**config.mk**
```make
export PLATFORM = sky130hd
export DESIGN_NAME = oscx_ctrl
export DESIGN_NICKNAME = d
export VERILOG_FILES = /design/src/logic/oscx_pkg.sv /design/src/logic/oscx_ctrl.sv
export SDC_FILE = /design/constraint.sdc
export NUM_CORES = 1
export LEC_CHECK = 0
export ABC_AREA = 1
export CORE_UTILIZATION = 37
export CTS_BUF_LIST = sky130_fd_sc_hd__clkbuf_8
export DETAILED_ROUTE_END_ITERATION = 8
export DONT_BUFFER_PORTS = 1
export GPL_TIMING_DRIVEN = 0
export HOLD_SLACK_MARGIN = 0.1
export PLACE_DENSITY = 0.63
export SLEW_MARGIN = 10
export SYNTH_ARGS = -nofsm -noshare
export SYNTH_HDL_FRONTEND = slang
export SYNTH_SLANG_ARGS = --single-unit
```
**constraint.sdc**
```tcl
create_clock -name aclk -period 5.6 [get_ports aclk]
set_input_delay 0.84 -clock aclk [delete_from_list [all_inputs] [get_ports aclk]]
set_output_delay 0.84 -clock aclk [all_outputs]
set_load 0.02 [all_outputs]
```
**src/logic/oscx_pkg.sv**
```systemverilog
// Package of offsets, field layout, reset values and types for the oscillator status and control block.
package oscx_pkg;

  // ********************************************************
  // Register map
  // ********************************************************
  localparam logic [7:0]  OSCX_OFS_INT_ENABLE = 8'h00;
  localparam logic [7:0]  OSCX_OFS_INT_FLAG   = 8'h08;
  localparam logic [7:0]  OSCX_OFS_STATUS     = 8'h0C;
  localparam logic [7:0]  OSCX_OFS_CONTROL    = 8'h10;

  localparam logic [31:0] OSCX_STATUS_RST     = 32'h0000_0000;
  localparam logic [15:0] OSCX_CONTROL_RST    = 16'h0080;
  localparam logic [11:0] OSCX_FLAG_RST       = 12'h000;
  localparam logic [11:0] OSCX_ENABLE_RST     = 12'h000;

  // ********************************************************
  // Status bit positions
  // ********************************************************
  localparam int OSCX_ST_BROWNOUT_SYNC_BUSY  = 11;
  localparam int OSCX_ST_BROWNOUT_DETECTED   = 10;
  localparam int OSCX_ST_BROWNOUT_READY      = 9;
  localparam int OSCX_ST_LOOP_REFCLK_STOPPED = 8;
  localparam int OSCX_ST_LOOP_COARSE_LOCK    = 7;
  localparam int OSCX_ST_LOOP_FINE_LOCK      = 6;
  localparam int OSCX_ST_LOOP_OUT_OF_BOUNDS  = 5;
  localparam int OSCX_ST_LOOP_SYNC_STATUS    = 4;
  localparam int OSCX_ST_INTERNAL_8MHZ_READY = 3;
  localparam int OSCX_ST_INTERNAL_32K_READY  = 2;
  localparam int OSCX_ST_EXT_32K_READY       = 1;
  localparam int OSCX_ST_EXT_CRYSTAL_READY   = 0;
  localparam int OSCX_STATUS_BITS            = 12;

  // ********************************************************
  // Control field positions
  // ********************************************************
  localparam int OSCX_CT_STARTUP_LSB    = 12;
  localparam int OSCX_CT_STARTUP_MSB    = 15;
  localparam int OSCX_CT_GAIN_LSB       = 8;
  localparam int OSCX_CT_GAIN_MSB       = 10;
  localparam int OSCX_CT_RUN_ON_REQUEST = 7;
  localparam int OSCX_CT_RUN_IN_STANDBY = 6;
  localparam int OSCX_CT_CRYSTAL_SELECT = 2;
  localparam int OSCX_CT_ENABLE         = 1;
  localparam logic [15:0] OSCX_CONTROL_MASK = 16'hF7C6;

  // ********************************************************
  // Timing
  // ********************************************************
  localparam logic [1:0]  OSCX_SYNC_CYCLES = 2'h3;

  // AXI responses.
  localparam logic [1:0]  OSCX_RESP_OKAY   = 2'h0;
  localparam logic [1:0]  OSCX_RESP_SLVERR = 2'h2;

  // ********************************************************
  // Types
  // ********************************************************
  // Levels reported by the other clock sources, bits 11 down to 1 of the status word.
  typedef struct packed {
    logic brownout_sync_busy;
    logic brownout_detected;
    logic brownout_detector_ready;
    logic loop_refclk_stopped;
    logic loop_coarse_lock;
    logic loop_fine_lock;
    logic loop_out_of_bounds;
    logic loop_sync_status;
    logic internal_8mhz_ready;
    logic internal_32k_ready;
    logic ext_32k_crystal_ready;
  } oscx_src_status_t;

  // Settings driven out to the crystal oscillator pad cell.
  typedef struct packed {
    logic       run;
    logic       crystal_select;
    logic       run_in_standby;
    logic [2:0] gain;
  } oscx_osc_ctrl_t;

  typedef enum logic [3:0] {
    OSCX_IDLE  = 4'h1,
    OSCX_COUNT = 4'h2,
    OSCX_SYNC  = 4'h4,
    OSCX_READY = 4'h8
  } oscx_state_t;

endpackage

```
**src/logic/oscx_ctrl.sv**
```systemverilog
// Clock source status, interrupt flags and external crystal oscillator control with start-up timing.
`timescale 1ns/10ps

// How it works
// - Writing one to the crystal-ready flag clears it; writing zero leaves it.
// - Status register at 0x0C, resets to zero, read-only bits 11:0, rest zero.
// - Bit 11 is one while brownout register synchronization is in progress.
// - Bit 10 is one while brownout detector sees supply below reference.
// - Bit 9 is one when the brownout detector is ready.
// - Bit 8 is one when the loop reference clock has stopped.
// - Bit 7 is one when the loop has coarse lock.
// - Bit 6 is one when the loop has fine lock.
// - Bit 5 is one when the loop is out of bounds.
// - Bit 4 reports the loop synchronization level as the loop gives it.
// - Bit 3 is one only when the internal 8 MHz oscillator is stable.
// - Bit 2 is one only when the internal 32 kHz oscillator is stable.
// - Bit 1 is one only when the external 32 kHz crystal is stable.
// - Bit 0 is one only when the external crystal oscillator is stable.
// - Control register is 16 bits at 0x10, write-protected, resets to 0x0080.
// - Control fields: start-up 15:12, gain 10:8, bits 7, 6, 2, 1.
// - Start-up counter advances on the ultra-low-power 32 kHz clock.
// - Start-up count is two to the power of the start-up code.
// - Three starting-oscillator cycles follow the count before ready is set.
// - Flags set on a rising status bit and request interrupts when enabled.
// - With run-on-request set the oscillator runs only while a peripheral requests it.
// - The enable bit switches the oscillator on and off.
module oscx_ctrl
(
  // Clock and reset
  input  wire logic                       aclk,
  input  wire logic                       aresetn,
  // AXI4-Lite write address
  input  wire logic [7:0]                 s_axi_awaddr,
  input  wire logic                       s_axi_awvalid,
  output logic                            s_axi_awready,
  // AXI4-Lite write data
  input  wire logic [31:0]                s_axi_wdata,
  input  wire logic [3:0]                 s_axi_wstrb,
  input  wire logic                       s_axi_wvalid,
  output logic                            s_axi_wready,
  // AXI4-Lite write response
  output logic [1:0]                      s_axi_bresp,
  output logic                            s_axi_bvalid,
  input  wire logic                       s_axi_bready,
  // AXI4-Lite read address
  input  wire logic [7:0]                 s_axi_araddr,
  input  wire logic                       s_axi_arvalid,
  output logic                            s_axi_arready,
  // AXI4-Lite read data
  output logic [31:0]                     s_axi_rdata,
  output logic [1:0]                      s_axi_rresp,
  output logic                            s_axi_rvalid,
  input  wire logic                       s_axi_rready,
  // Other clock sources
  input  wire oscx_pkg::oscx_src_status_t src_status,
  // Crystal oscillator side
  input  wire logic                       ultra_low_power_32k_clock,
  input  wire logic                       ext_crystal_clock,
  input  wire logic                       clock_request,
  input  wire logic                       write_protect,
  output oscx_pkg::oscx_osc_ctrl_t        osc_ctrl,
  // Interrupt request
  output logic                            irq
);
  import oscx_pkg::*;

  // ********************************************************
  // Register state
  // ********************************************************
  logic [15:0]                  control_r;
  logic [OSCX_STATUS_BITS-1:0]  status_r;
  logic [OSCX_STATUS_BITS-1:0]  status_nxt;
  logic [OSCX_STATUS_BITS-1:0]  flag_r;
  logic [OSCX_STATUS_BITS-1:0]  int_enable_r;
  oscx_state_t                  state_r;
  oscx_state_t                  state_nxt;
  logic [16:0]                  count_r;
  logic [1:0]                   sync_r;
  logic                         ulp_prev_r;
  logic                         xtal_prev_r;
  logic                         ulp_tick;
  logic                         xtal_tick;
  logic                         run_nxt;
  logic [16:0]                  startup_len;

  // Bus state.
  logic [7:0]                   aw_addr_r;
  logic                         aw_held_r;
  logic [31:0]                  w_data_r;
  logic [3:0]                   w_strb_r;
  logic                         w_held_r;
  logic                         wr_go;
  logic                         rd_go;
  logic [15:0]                  lane_mask;

  // Byte strobes expanded to a 16-bit mask for the low half-word.
  function automatic logic [15:0] oscx_lane_mask(input logic [3:0] strb);
    oscx_lane_mask = {{8{strb[1]}}, {8{strb[0]}}};
  endfunction

  function automatic logic oscx_hit(input logic [7:0] addr, input logic [7:0] ofs);
    oscx_hit = (addr[7:2] == ofs[7:2]);
  endfunction

  // A function result cannot be sliced, so the strobe mask is held on a net of its own.
  assign lane_mask = oscx_lane_mask(w_strb_r);

  // ********************************************************
  // Start-up sequencer
  // ********************************************************
  // Both slow clocks are sampled as plain inputs; their rising edges become one-cycle ticks.
  assign ulp_tick    = ultra_low_power_32k_clock & ~ulp_prev_r;
  assign xtal_tick   = ext_crystal_clock & ~xtal_prev_r;
  assign startup_len = 17'h0_0001 << control_r[OSCX_CT_STARTUP_MSB:OSCX_CT_STARTUP_LSB];
  assign run_nxt     = control_r[OSCX_CT_ENABLE] & (~control_r[OSCX_CT_RUN_ON_REQUEST] | clock_request);

  always_ff @(posedge aclk)
  begin
    if (!aresetn)
    begin
      ulp_prev_r  <= 1'b0;
      xtal_prev_r <= 1'b0;
    end
    else
    begin
      ulp_prev_r  <= ultra_low_power_32k_clock;
      xtal_prev_r <= ext_crystal_clock;
    end
  end

  always_comb
  begin
    state_nxt = state_r;
    case (state_r)
      OSCX_IDLE:
        if (run_nxt)
        begin
          state_nxt = OSCX_COUNT;
        end
      OSCX_COUNT:
        if (ulp_tick && (count_r + 17'h0_0001 == startup_len))
        begin
          state_nxt = OSCX_SYNC;
        end
      OSCX_SYNC:
        if (xtal_tick && (sync_r == OSCX_SYNC_CYCLES - 2'h1))
        begin
          state_nxt = OSCX_READY;
        end
      OSCX_READY:
        state_nxt = OSCX_READY;
      default:
        state_nxt = OSCX_IDLE;
    endcase
    if (!run_nxt)
    begin
      state_nxt = OSCX_IDLE;
    end
  end

  always_ff @(posedge aclk)
  begin
    if (!aresetn)
    begin
      state_r <= OSCX_IDLE;
      count_r <= 17'h0_0000;
      sync_r  <= 2'h0;
    end
    else
    begin
      state_r <= state_nxt;
      if (state_r != OSCX_COUNT || state_nxt != OSCX_COUNT)
      begin
        count_r <= 17'h0_0000;
      end
      else if (ulp_tick)
      begin
        count_r <= count_r + 17'h0_0001;
      end
      if (state_r != OSCX_SYNC || state_nxt != OSCX_SYNC)
      begin
        sync_r <= 2'h0;
      end
      else if (xtal_tick)
      begin
        sync_r <= sync_r + 2'h1;
      end
    end
  end

  // ********************************************************
  // Status and flags
  // ********************************************************
  // Bit 4 carries the loop's own level unchanged, so its sense is whatever the loop reports.
  assign status_nxt = {src_status, (state_nxt == OSCX_READY)};

  always_ff @(posedge aclk)
  begin
    if (!aresetn)
    begin
      status_r <= OSCX_STATUS_RST[OSCX_STATUS_BITS-1:0];
    end
    else
    begin
      status_r <= status_nxt;
    end
  end

  // A rising edge in the same cycle as a clear keeps the flag set.
  always_ff @(posedge aclk)
  begin
    if (!aresetn)
    begin
      flag_r <= OSCX_FLAG_RST;
    end
    else if (wr_go && oscx_hit(aw_addr_r, OSCX_OFS_INT_FLAG))
    begin
      flag_r <= (flag_r & ~(w_data_r[11:0] & lane_mask[11:0])) | (status_nxt & ~status_r);
    end
    else
    begin
      flag_r <= flag_r | (status_nxt & ~status_r);
    end
  end

  always_ff @(posedge aclk)
  begin
    if (!aresetn)
    begin
      irq <= 1'b0;
    end
    else
    begin
      irq <= |(flag_r & int_enable_r);
    end
  end

  // ********************************************************
  // Software registers
  // ********************************************************
  always_ff @(posedge aclk)
  begin
    if (!aresetn)
    begin
      control_r    <= OSCX_CONTROL_RST;
      int_enable_r <= OSCX_ENABLE_RST;
    end
    else if (wr_go)
    begin
      if (oscx_hit(aw_addr_r, OSCX_OFS_CONTROL) && !write_protect)
      begin
        control_r <= (control_r & ~(oscx_lane_mask(w_strb_r) & OSCX_CONTROL_MASK))
                   | (w_data_r[15:0] & oscx_lane_mask(w_strb_r) & OSCX_CONTROL_MASK);
      end
      if (oscx_hit(aw_addr_r, OSCX_OFS_INT_ENABLE))
      begin
        int_enable_r <= (int_enable_r & ~lane_mask[11:0])
                      | (w_data_r[11:0] & lane_mask[11:0]);
      end
    end
  end

  always_ff @(posedge aclk)
  begin
    if (!aresetn)
    begin
      osc_ctrl <= '0;
    end
    else
    begin
      osc_ctrl.run            <= run_nxt;
      osc_ctrl.crystal_select <= control_r[OSCX_CT_CRYSTAL_SELECT];
      osc_ctrl.run_in_standby <= control_r[OSCX_CT_RUN_IN_STANDBY];
      osc_ctrl.gain           <= control_r[OSCX_CT_GAIN_MSB:OSCX_CT_GAIN_LSB];
    end
  end

  // ********************************************************
  // AXI4-Lite write channel
  // ********************************************************
  assign wr_go = aw_held_r & w_held_r & ~s_axi_bvalid;

  always_ff @(posedge aclk)
  begin
    if (!aresetn)
    begin
      aw_held_r     <= 1'b0;
      w_held_r      <= 1'b0;
      aw_addr_r     <= 8'h00;
      w_data_r      <= 32'h0000_0000;
      w_strb_r      <= 4'h0;
      s_axi_awready <= 1'b0;
      s_axi_wready  <= 1'b0;
      s_axi_bvalid  <= 1'b0;
      s_axi_bresp   <= OSCX_RESP_OKAY;
    end
    else
    begin
      s_axi_awready <= ~aw_held_r & ~(s_axi_awvalid & s_axi_awready);
      s_axi_wready  <= ~w_held_r & ~(s_axi_wvalid & s_axi_wready);
      if (s_axi_awvalid && s_axi_awready)
      begin
        aw_held_r <= 1'b1;
        aw_addr_r <= s_axi_awaddr;
      end
      if (s_axi_wvalid && s_axi_wready)
      begin
        w_held_r <= 1'b1;
        w_data_r <= s_axi_wdata;
        w_strb_r <= s_axi_wstrb;
      end
      if (wr_go)
      begin
        aw_held_r    <= 1'b0;
        w_held_r     <= 1'b0;
        s_axi_bvalid <= 1'b1;
        // A status write, or a control write under protection, is accepted and ignored.
        s_axi_bresp  <= (oscx_hit(aw_addr_r, OSCX_OFS_INT_ENABLE) || oscx_hit(aw_addr_r, OSCX_OFS_INT_FLAG)
                      || oscx_hit(aw_addr_r, OSCX_OFS_STATUS) || oscx_hit(aw_addr_r, OSCX_OFS_CONTROL))
                      ? OSCX_RESP_OKAY : OSCX_RESP_SLVERR;
      end
      else if (s_axi_bready)
      begin
        s_axi_bvalid <= 1'b0;
      end
    end
  end

  // ********************************************************
  // AXI4-Lite read channel
  // ********************************************************
  assign rd_go = s_axi_arvalid & s_axi_arready;

  always_ff @(posedge aclk)
  begin
    if (!aresetn)
    begin
      s_axi_arready <= 1'b0;
      s_axi_rvalid  <= 1'b0;
      s_axi_rdata   <= 32'h0000_0000;
      s_axi_rresp   <= OSCX_RESP_OKAY;
    end
    else
    begin
      s_axi_arready <= ~s_axi_rvalid & ~rd_go;
      if (rd_go)
      begin
        s_axi_rvalid <= 1'b1;
        s_axi_rresp  <= OSCX_RESP_OKAY;
        if (oscx_hit(s_axi_araddr, OSCX_OFS_STATUS))
        begin
          s_axi_rdata <= {20'h0_0000, status_r};
        end
        else if (oscx_hit(s_axi_araddr, OSCX_OFS_CONTROL))
        begin
          s_axi_rdata <= {16'h0000, control_r};
        end
        else if (oscx_hit(s_axi_araddr, OSCX_OFS_INT_FLAG))
        begin
          s_axi_rdata <= {20'h0_0000, flag_r};
        end
        else if (oscx_hit(s_axi_araddr, OSCX_OFS_INT_ENABLE))
        begin
          s_axi_rdata <= {20'h0_0000, int_enable_r};
        end
        else
        begin
          s_axi_rdata <= 32'h0000_0000;
          s_axi_rresp <= OSCX_RESP_SLVERR;
        end
      end
      else if (s_axi_rready)
      begin
        s_axi_rvalid <= 1'b0;
      end
    end
  end

endmodule

```
Word-level counts from Yosys, hierarchy flattened

Index checks and enable logic that the tools add are counted.

Bits in registers: 153
Input bits: 74

Add/subtract/negate cells: 2
Equality and inequality tests: 17
Shifts and indexed selects: 1
Muxes and demuxes: 18
Bitwise logic cells: 38
Reductions and logical operators: 22

Operators by type and width:

| cell                    | count |
|---|---|
| $and A12 B12 Y12        | 5 |
| $mux W12                | 3 |
| $not A12 Y12            | 3 |
| $or A12 B12 Y12         | 3 |
| $and A16 B16 Y16        | 2 |
| $mux W16                | 2 |
| $eq A6 B2 Y1 const B    | 4 |
| $add A17 B1 Y17 const B | 1 |
| $eq A17 B17 Y1          | 1 |
| $shl A1 B4 Y17 const A  | 1 |
| $not A16 Y16            | 1 |
| $or A16 B16 Y16         | 1 |
| $pmux W4 S4             | 1 |
| $eq A6 B3 Y1 const B    | 2 |
| $logic_not A6 Y1        | 2 |
| $mux W4                 | 3 |
| $reduce_or A12 Y1       | 1 |
| $and A1 B1 Y1           | 11 |
| $not A1 Y1              | 11 |
| $mux W2                 | 5 |
| $eq A4 B4 Y1 const B    | 2 |
| $ne A4 B2 Y1 const B    | 2 |
| $ne A4 B3 Y1 const B    | 2 |
| $logic_and A1 B1 Y1     | 6 |
| other kinds (12)        | 23 |

Logic depth before layout (Yosys ltp)

Gate-level depths: netlist of the first run.

Depth in word-level cells: 10
Depth in mapped cells: 18
Gate-level depth less buffers: 17

Least setup slack after synthesis of the first run

Ideal clock, no wire load.

Path type: input-to-reg
From: in ultra_low_power_32k_clock
To: reg count_r[12]
Library setup time: 119 ps
Arrival: 2,047 ps
Required time: 5,481 ps
Slack: 3,435 ps
Stages on the path: 14
Path buffers: 1
Path through: inv_1 > nor2_1 > nand2_1 > nor2_1 > nand2_1 > nor2_1 > nand3_1 > nor2_2 > nand3_1 > nand2_2 > inv_2 > nand3_4 > buf_12 > nor2_2

Cells in the longest elaborated chain, start to end: 8

Ends and longest elaborated chain:

| element                    | line             | source |
|---|---|---|
| start, declared            | oscx_ctrl.sv:57  | `input wire logic ultra_low_power_32k_clock,` |
| $and A1 B1 Y1 *            | oscx_ctrl.sv:112 | `assign ulp_tick = ultra_low_power_32k_clock & ~ulp_prev_r;` |
| $logic_and A1 B1 Y1        | oscx_ctrl.sv:141 | `if (ulp_tick && (count_r + 17'h0_0001 == startup_len))` |
| $mux W4                    | oscx_ctrl.sv:141 |  |
| $pmux W4 S4                | oscx_ctrl.sv:134 | `case (state_r)` |
| $mux W4                    | oscx_ctrl.sv:155 | `if (!run_nxt)` |
| $ne A4 B2 Y1               | oscx_ctrl.sv:172 | `if (state_r != OSCX_COUNT \|\| state_nxt != OSCX_COUNT)` |
| $logic_or A1 B1 Y1         | oscx_ctrl.sv:172 |  |
| $reduce_or A2 Y1 (no line) | -                |  |
| end signal, assigned       | oscx_ctrl.sv:178 | `count_r <= count_r + 17'h0_0001;` |
| end, declared              | oscx_ctrl.sv:77  | `logic [16:0] count_r;` |

Mark *: on every way between the ends. The rest lies on a longest branch, timed or not.
A chain may end at the register's enable or synchronous reset.

Worst setup path in the final report of the first run

From: reg count_r[0]
To: reg count_r[11]

Cells in the longest elaborated chain, start to end: 9

Ends and longest elaborated chain:

| element                    | line |
|---|---|
| $add A17 B1 Y17 *          | oscx_ctrl.sv:141, oscx_ctrl.sv:178 |
| $eq A17 B17 Y1             | oscx_ctrl.sv:141 |
| $logic_and A1 B1 Y1        | oscx_ctrl.sv:141 |
| $mux W4                    | oscx_ctrl.sv:141 |
| $pmux W4 S4                | oscx_ctrl.sv:134 |
| $mux W4                    | oscx_ctrl.sv:155 |
| $ne A4 B2 Y1               | oscx_ctrl.sv:172 |
| $logic_or A1 B1 Y1         | oscx_ctrl.sv:172 |
| $reduce_or A2 Y1 (no line) | - |

Marks and branches as above.

==> results of run 1 <==
==> routing by layer <==
| metal | vias to the layer above | part of all wire | global-route usage |
|---|---|---|---|
| met5 | - | 0 | 0 |
| met4 | 0 | 0.016 | 0.08235 |
| met3 | 20 | 0.068 | 0.05530 |
| li1 | 2793 | - | - |
| met2 | 169 | 0.45 | 0.3176 |
| met1 | 2448 | 0.46 | 0.2727 |
==> kinds of logic after synthesis <==
family                   synth area share
other                           0.0006312
AND/OR/NAND/NOR                    0.2831
buffers and inverters              0.1144
adder cells (fa/ha/maj)          0.004212
AO/OA/AOI/OAI                      0.1634
XOR/XNOR                         0.002949
flip-flops                         0.4313
==> path summary, 6_finish.rpt <==
check	from	endpoint	slack, ps	cells past startpoint
setup / recovery	count_r[0]	count_r[11]	3120	17
hold / removal	aw_held_r	s_axi_awready	430	1
setup reg to reg	count_r[0]	count_r[11]	3120	17
hold reg to reg	aw_held_r	s_axi_awready	430	1
==> power by group <==
part	leakage, nW	switching (mW)	internal, mW
Sequential	1.04	0.0255	0.941
Clock	0.208	0.398	0.446
Combinational	1.51	0.0882	0.0410
==> cell type report <==
| cell class | instances | area, µm² | share of cell area |
|---|---|---|---|
| Multi-Input combinational cell | 572 | 2763 | 0.4136 |
| Inverter | 109 | 409.1 | 0.06125 |
| Tap cell | 211 | 264.0 | 0.03952 |
| Sequential cell | 128 | 2562 | 0.3836 |
| Clock buffer | 17 | 234.0 | 0.03503 |
| Buffer | 47 | 270.3 | 0.04046 |
| Clock inverter | 14 | 177.7 | 0.02660 |
==> per-stage QoR <==
| step | worst slack [ps] | util | instance area, µm² | power, mW |
|---|---|---|---|---|
| floorplan | 3435 | - | 6005 | 1.080 |
| global placement | 2879 | 0.4063 | 6269 | 1.114 |
| detailed placement | 2866 | 0.4063 | 6269 | 1.115 |
| CTS | 3134 | 0.4330 | 6680 | 1.957 |
| global route | 2803 | 0.4330 | 6680 | 2.020 |
| finish | 3121 | 0.4330 | 6680 | 1.940 |
==> cell usage in the layout (no fill, tap or decap), drive strengths merged, types with 4 or more instances in the layout <==
| cell type | instances |
|---|---|
| a21oi | 38 |
| dfxtp | 128 |
| nand3b | 6 |
| o32ai | 4 |
| o22ai | 15 |
| o21ai | 78 |
| conb | 18 |
| inv | 115 |
| nor3 | 11 |
| nand2 | 176 |
| nand4 | 16 |
| a22oi | 5 |
| nand3 | 52 |
| buf | 27 |
| clkinv | 4 |
| clkbuf | 37 |
| o31ai | 11 |
| nor2 | 120 |
==> flow_results.org, run 1 <==
** Status
- The run finished with clean final reports.

** Placement
- # port buffers :: 0
- Half-perimeter wire length after placement :: 12,070 µm
- Placer Congestion :: 0.8588
- Total placed cells including tap cells :: 1,067

** GRT
- Antenna violations before repair :: 0
- Entering global routing, the biggest net connects 17 pins.
- Summed over all layers, the global routing overflow is 0.
- In the global route stage, overall resource usage came out at 0.2059.
- First-pass GRT wire length :: between 20,000 and 30,000 µm
- The via count of the first global-routing pass was ~5,000.

** Synth
- Sorting the synthesized cells by area gives the leading types as dfxtp_1, nand2_1, inv_1, nor2_1, o21ai_0.
- Of all cell types, the one taking the most synthesized area is dfxtp_1.
- Flip-flop and latch count after synthesis :: between 100 and 150
- Sequential fraction of the synthesis area :: 0.4313
- In this run, synthesis inferred 0 flip-flops with an integrated enable.
- The cell count after synthesis came out at 839.
- Leading post-synthesis cells by instance count :: nand2_1, dfxtp_1, inv_1
- Most repeated cell in the gate-level netlist after synthesis :: nand2_1
- Post-synthesis cell area :: 5941 µm²
- The synthesized netlist contains 40 unique library cells.
- Commonest register cell after synthesis :: dfxtp_1
- Async set or reset register ratio after synthesis :: 0
- Yosys printed 0 warnings.
- Average size of a mapped cell :: just over 7 µm²
- Share of Yosys cell area claimed by the top area cell type :: 0.4313

** Cells and area
- In the final layout, the share of cells above drive strength 1 is 0.09245.
- Number of nets at the end of the flow :: about 950
- Area growth from synthesis to final layout :: 12.45%
- The repair_antennas step left the layout with diodes totalling 0.
- Non-filler cells in the finished layout :: between 1,000 and 1,500
- Filler cells :: between 1,500 and 2,000

** STA
- Of the available clock period, the critical path in the final layout requires 0.4426.
- Setup repair after global routing left no endpoint under its margin.
- Final-report setup violation count :: 0
- Tightest hold margin :: about 430 ps
- Worst slew margin :: 0.1868
- The final-report max-slew violation count is 0.
- For this run, the top clock speed supported by timing is between 400 and 500 MHz.
- Setup clock skew after layout :: around 12 ps
- Fin Setup TNS :: 0 ps
- Min cycle time layout :: around 2500 ps
- Worst Tran Pin Value :: between 1000 and 1500 ps
- Number of hold violations in the final report :: 0

** Pwr
- The analysis attributes to cell leakage a power of ~2.8 nW.
- In this run the power density over the cells is between 200 and 300 nW/µm².
- VDD IR-drop max :: roughly 0.24 mV

** Clocking
- The clock tree synthesis step divided the H-tree into 4 levels.
- CTS Hold Buffers Added :: 0
- Clock-pin slew was measured on the worst setup and hold paths at about 80 ps.
- Clock net sink count :: between 100 and 150
- Largest buffer count on any clock path :: 2
- TritonCTS clock tree :: yes
- Buffers added to address setup during post-CTS repair amount to 0.
- Number of instances resized during post-cts repair :: 0
- Number of buffers created by CTS :: 17
- Clock latency of the later-clocked register in the worst-skew pair :: between 400 and 500 ps
- CTS Root Buffer Type :: clkbuf_8

** Worst setup path
- Arrival time at the worst endpoint :: approximately 2800 ps
- The slowest stage of the critical path is the dfxtp_1 cell.
- On the critical path the largest part of the delay comes from simple AND/OR/NAND/NOR gates.
- Of all nets on the critical path, the largest fanout is 10.
- The critical path is of the flip-flop to flip-flop type.
- CP Buf/Inv Count :: 2
- Critical path required time :: between 5000 and 6000 ps
- Delay of the slowest cell on the worst path :: approximately 390 ps
- Kind of end point of the critical path :: flip-flop
- Among the stages of the critical path, the cell type that occurs most often is nand2_1.
- Cell-by-cell trace of the critical path :: ha_1 > nand2_1 > nor2_4 > nand2_4 > nor2_4 > nand3_2 > nand2_1 > nand2_1 > nor2_1 > nand2_1 > nor2_2 > nand3_1 > nand2_2 > inv_2 > nand3_4 > buf_12 > nor2_2
- Launching element type of the critical path :: flip-flop

** Drt
- Wires add up to 16,160 µm.
- After detailed routing, the average wire length per cell comes to about 15 µm.
- First DRT Iteration DRCs :: 341
- DRT Pass-1 Iters :: 5
- The count of nets left with antenna violations once routing finished came out at 0.
- In the routed design, unresolved DRC markers number 0.
- After detailed routing, the number of vias per cell comes to just under 5.
- Vias post-DR :: approximately 5,400

** Floorplan
- Die Area :: around 17,000 µm²
- For this configuration, the core starts out at a cell density of 0.3851.
- During I/O placement, the number of pins put on the boundary was between 100 and 150.
- Vert. Die Dim :: approximately 130 µm
- Core ar. :: 15,430 µm²
- The die is roughly 130 µm wide.
- The initialized floorplan defines between 40 and 50 standard-cell rows.

** Flow run
- Across the run, the number of max-cap violations was 0.

** Hold path
- The tightest min-delay check is of the flip-flop to flip-flop type.
(Power assumes the default switching activity.)
==> run 2, diff against run 1 <==
- PLACE_DENSITY: 0.63 -> 0.65
- clock period: 5.6 -> 2.03 ns (I/O delays scaled with it)
==> run 2 against run 1 <==
  * Total power rose to 2.8 times the previous value
  * The flow now finishes with violations (setup timing)
  * Final area up 10%
  * Die area is the same
  * Critical path depth fell by 1
  * Sequential cell count stayed put
  * Critical path type unchanged
  * Via count grew 5.5%
  * Hold slack worse by 310 ps
  * First-iteration DRC count grew 4.1%
  * Final cell count increased by 4.7%
==> flow_results.org, run 2 (synthesis results as in run 1) <==
** Worst setup path
- The worst setup path is of the flip-flop to flip-flop kind.
- For flop-to-flop paths, the worst setup slack is -130 ps.
- Cell-by-cell trace of the critical path :: nand2_1 > nor2_4 > nand2_4 > nor2_4 > nand3_2 > nand2_2 > nand2_1 > nor2_1 > nand2_1 > nor2_4 > nand3_2 > nand2_2 > inv_2 > nand3_4 > buf_12 > nor2_1
- CP Buf/Inv Count :: 2
- Arrival time at the worst endpoint :: ~2500 ps
- Largest fanout of any net on the critical path :: 7
- Among all stages on the critical path, the largest delay is contributed by dfxtp_1.
- For this run, the slowest stage of the critical path takes 420 ps.
- Counting cells, the worst reg-to-reg path comes to 16.
- STA classifies the critical path endpoint as a flip-flop.
- Among cell families on the critical path, the largest total delay comes from simple AND/OR/NAND/NOR gates.
- Counting buffers and inverters, the worst setup path is 16 cells deep.
- STA classifies the critical path startpoint as a flip-flop.
- STA puts the critical path data required time at 2380 ps.

** Status
- The run finished, with violations left.
- The checks that failed: setup timing.

** Floorplan
- Core ar. :: between 15,000 and 20,000 µm²
- Starting utilization of the core area :: 0.3851
- The floorplan step set the die height to 128.7 µm.
- The initialized floorplan defines 45 standard-cell rows.
- The floorplan step defined a die boundary enclosing between 15,000 and 20,000 µm².
- The die is roughly 130 µm wide.
- 122 I/O pins were placed.

** Clocking
- Clock latency of the later-clocked register in the worst-skew pair :: roughly 450 ps
- Clock net sink count :: between 100 and 150
- TritonCTS clock tree :: yes
- After clock tree synthesis, the clock-pin slew on the worst setup and hold paths is 80 ps.
- Maximum level of the CTS H-tree :: 4
- Largest buffer count on any clock path :: 2
- Number of buffers created by CTS :: 17
- CTS Root Buffer Type :: clkbuf_8

** Placement
- At the end of routability-driven placement, the weighted congestion stood at between 0.8 and 0.9.
- # port buffers :: 0
- After legalization and detailed placement, the total HPWL measured ~12,000 µm.
- Once placement finished, the instance area stood at 6269 µm².

** STA
- The worst path in the final design needs a cycle of between 2000 and 2500 ps, including I/O delays and setup.
- Of the available clock period, the critical path in the final layout requires 1.064.
- The final-report max-slew violation count is 0.
- Setup repair after global routing could not meet its margin everywhere.
- Number of hold violations in the final report :: 0
- After layout, the worst setup slack is -129.0 ps.
- For the pin with the worst max-slew slack, the measured transition is ~1000 ps.
- Measured against its own limit, the worst slew margin works out to 0.3074.
- Highest attainable clock frequency :: 463.2 MHz
- For the final database, setup skew stands at about 11 ps.
- Setup violations remaining at the end of the flow were counted as 19.

** Cells and area
- Leaving out fill and tap cells, the most frequent cell in the layout is nand2_1.
- Number of nets at the end of the flow :: between 1,000 and 1,500
- In the layout the commonest cells are nand2_1, dfxtp_1, inv_1, nor2_1, o21ai_0.
- The area growth from synthesis to layout is 24.24%.
- Once layout is done, the placed cells without fillers occupy 7381 µm².
- Layout cell share with drive strength beyond 1 :: 0.1439
- Counting the fill cells in the layout gives 1,582.
- Measured on the finished design, the core utilization comes to 0.4784.

** Drt
- Vias post-DR :: around 5,700
- Per-cell routed wire length :: about 15 µm
- In this run the remaining antenna-violating nets after routing total 0.
- Number of remaining DRC errors :: 0
- Wires add up to about 17,000 µm.
- After detailed routing, the number of vias per cell comes to 4.983.
- First DRT Iteration DRCs :: 355
- DRT Pass-1 Iters :: 5

** Hold path
- The path class of the tightest hold or removal check is input pin to flip-flop.
- Counting instances, the worst hold path has a depth of 3.

** GRT
- For this run, the total global-route usage over all layers was measured as 0.2126.
- Pin count of the biggest net entering global routing :: 17
- First-pass GRT wire length :: around 27,000 µm
- The via count of the first global-routing pass was between 5,000 and 6,000.
- Overflow after GRT :: 0
- Antenna violations before repair :: 0

** Pwr
- Across the VDD grid, the largest voltage drop is between 0.5 and 0.6 mV.
- In this run the power density over the cells is 741.9 nW/µm².
- Static Leakage :: 3.025 nW

** Flow run
- Reported max-cap violation count :: 0
run 2: cell types whose count changed in the layout (fill, tap and decap cells not counted), sizes merged:
cell	before	now
buf	27	36
clkbuf	37	39
clkinvlp	1	2
diode	0	1
dlygate4sd3	0	40
inv	115	114
run 2: path summary, 6_finish.rpt:
kind,start,end
min,s_axi_awvalid,s_axi_awready
min reg2reg,aw_held_r,s_axi_awready
max,count_r[7],count_r[2]
max reg2reg,count_r[7],count_r[2]
run 2: timing repair:
item                                    CTS  global route
hold buffers                             40             0
setup buffers                             8             1
endpoints found under the setup margin   31            33
endpoints found under the hold margin    52             0
cloned                                    1             0
pin swaps                                13            11
gates resized for setup                  22            36
run 2: final cells by class:
class / count / area (µm²) / area share
clock buffers: 18 / 247.7 / 0.03357
inverters: 109 / 409.1 / 0.05543
well taps: 211 / 264.0 / 0.03577
multi-input cells: 572 / 2914 / 0.3948
repair buffers: 50 / 511.7 / 0.06933
plain buffers: 47 / 276.5 / 0.03746
clock inverters: 14 / 178.9 / 0.02424
diodes: 1 / 2.502 / 0.0003390
flip-flops and latches: 128 / 2576 / 0.3490
run 2: layer usage:
metal  track usage  vias up  part of all wire
li1              -     2902                 -
met1        0.2690     2665              0.46
met2        0.3472      142              0.47
met3       0.05655       22             0.049
met4       0.07820        0             0.017
met5             0        -                 0
run 2: power by group:
| part | switching [mW] | leakage [nW] | total (mW) | internal (mW) |
|---|---|---|---|---|
| clock | 1.12 | 0.212 | 2.38 | 1.27 |
| combinational | 0.261 | 1.76 | 0.427 | 0.166 |
| sequential | 0.0718 | 1.05 | 2.66 | 2.59 |
run 2: metrics by stage:
stage               setup WS (ps)  hold slack [ps]  TNS [ps]  power (mW)  cells
floorplan                   38.67            398.0         0       2.979    856
global placement           -403.4            400.3     -7001       3.070   1067
detailed placement         -408.8            403.7     -7377       3.077   1067
CTS                        -179.9            107.6     -3099       5.501   1148
global route               -280.4            122.1     -5128       5.682   1149
finish                     -129.0            123.3     -2013       5.476   1150
run 2: tightest hold or removal path: cells and delay by family:
family / cells / cell delay, ps
buffers and inverters: 1 / 120
and+or+nand+nor: 2 / 110
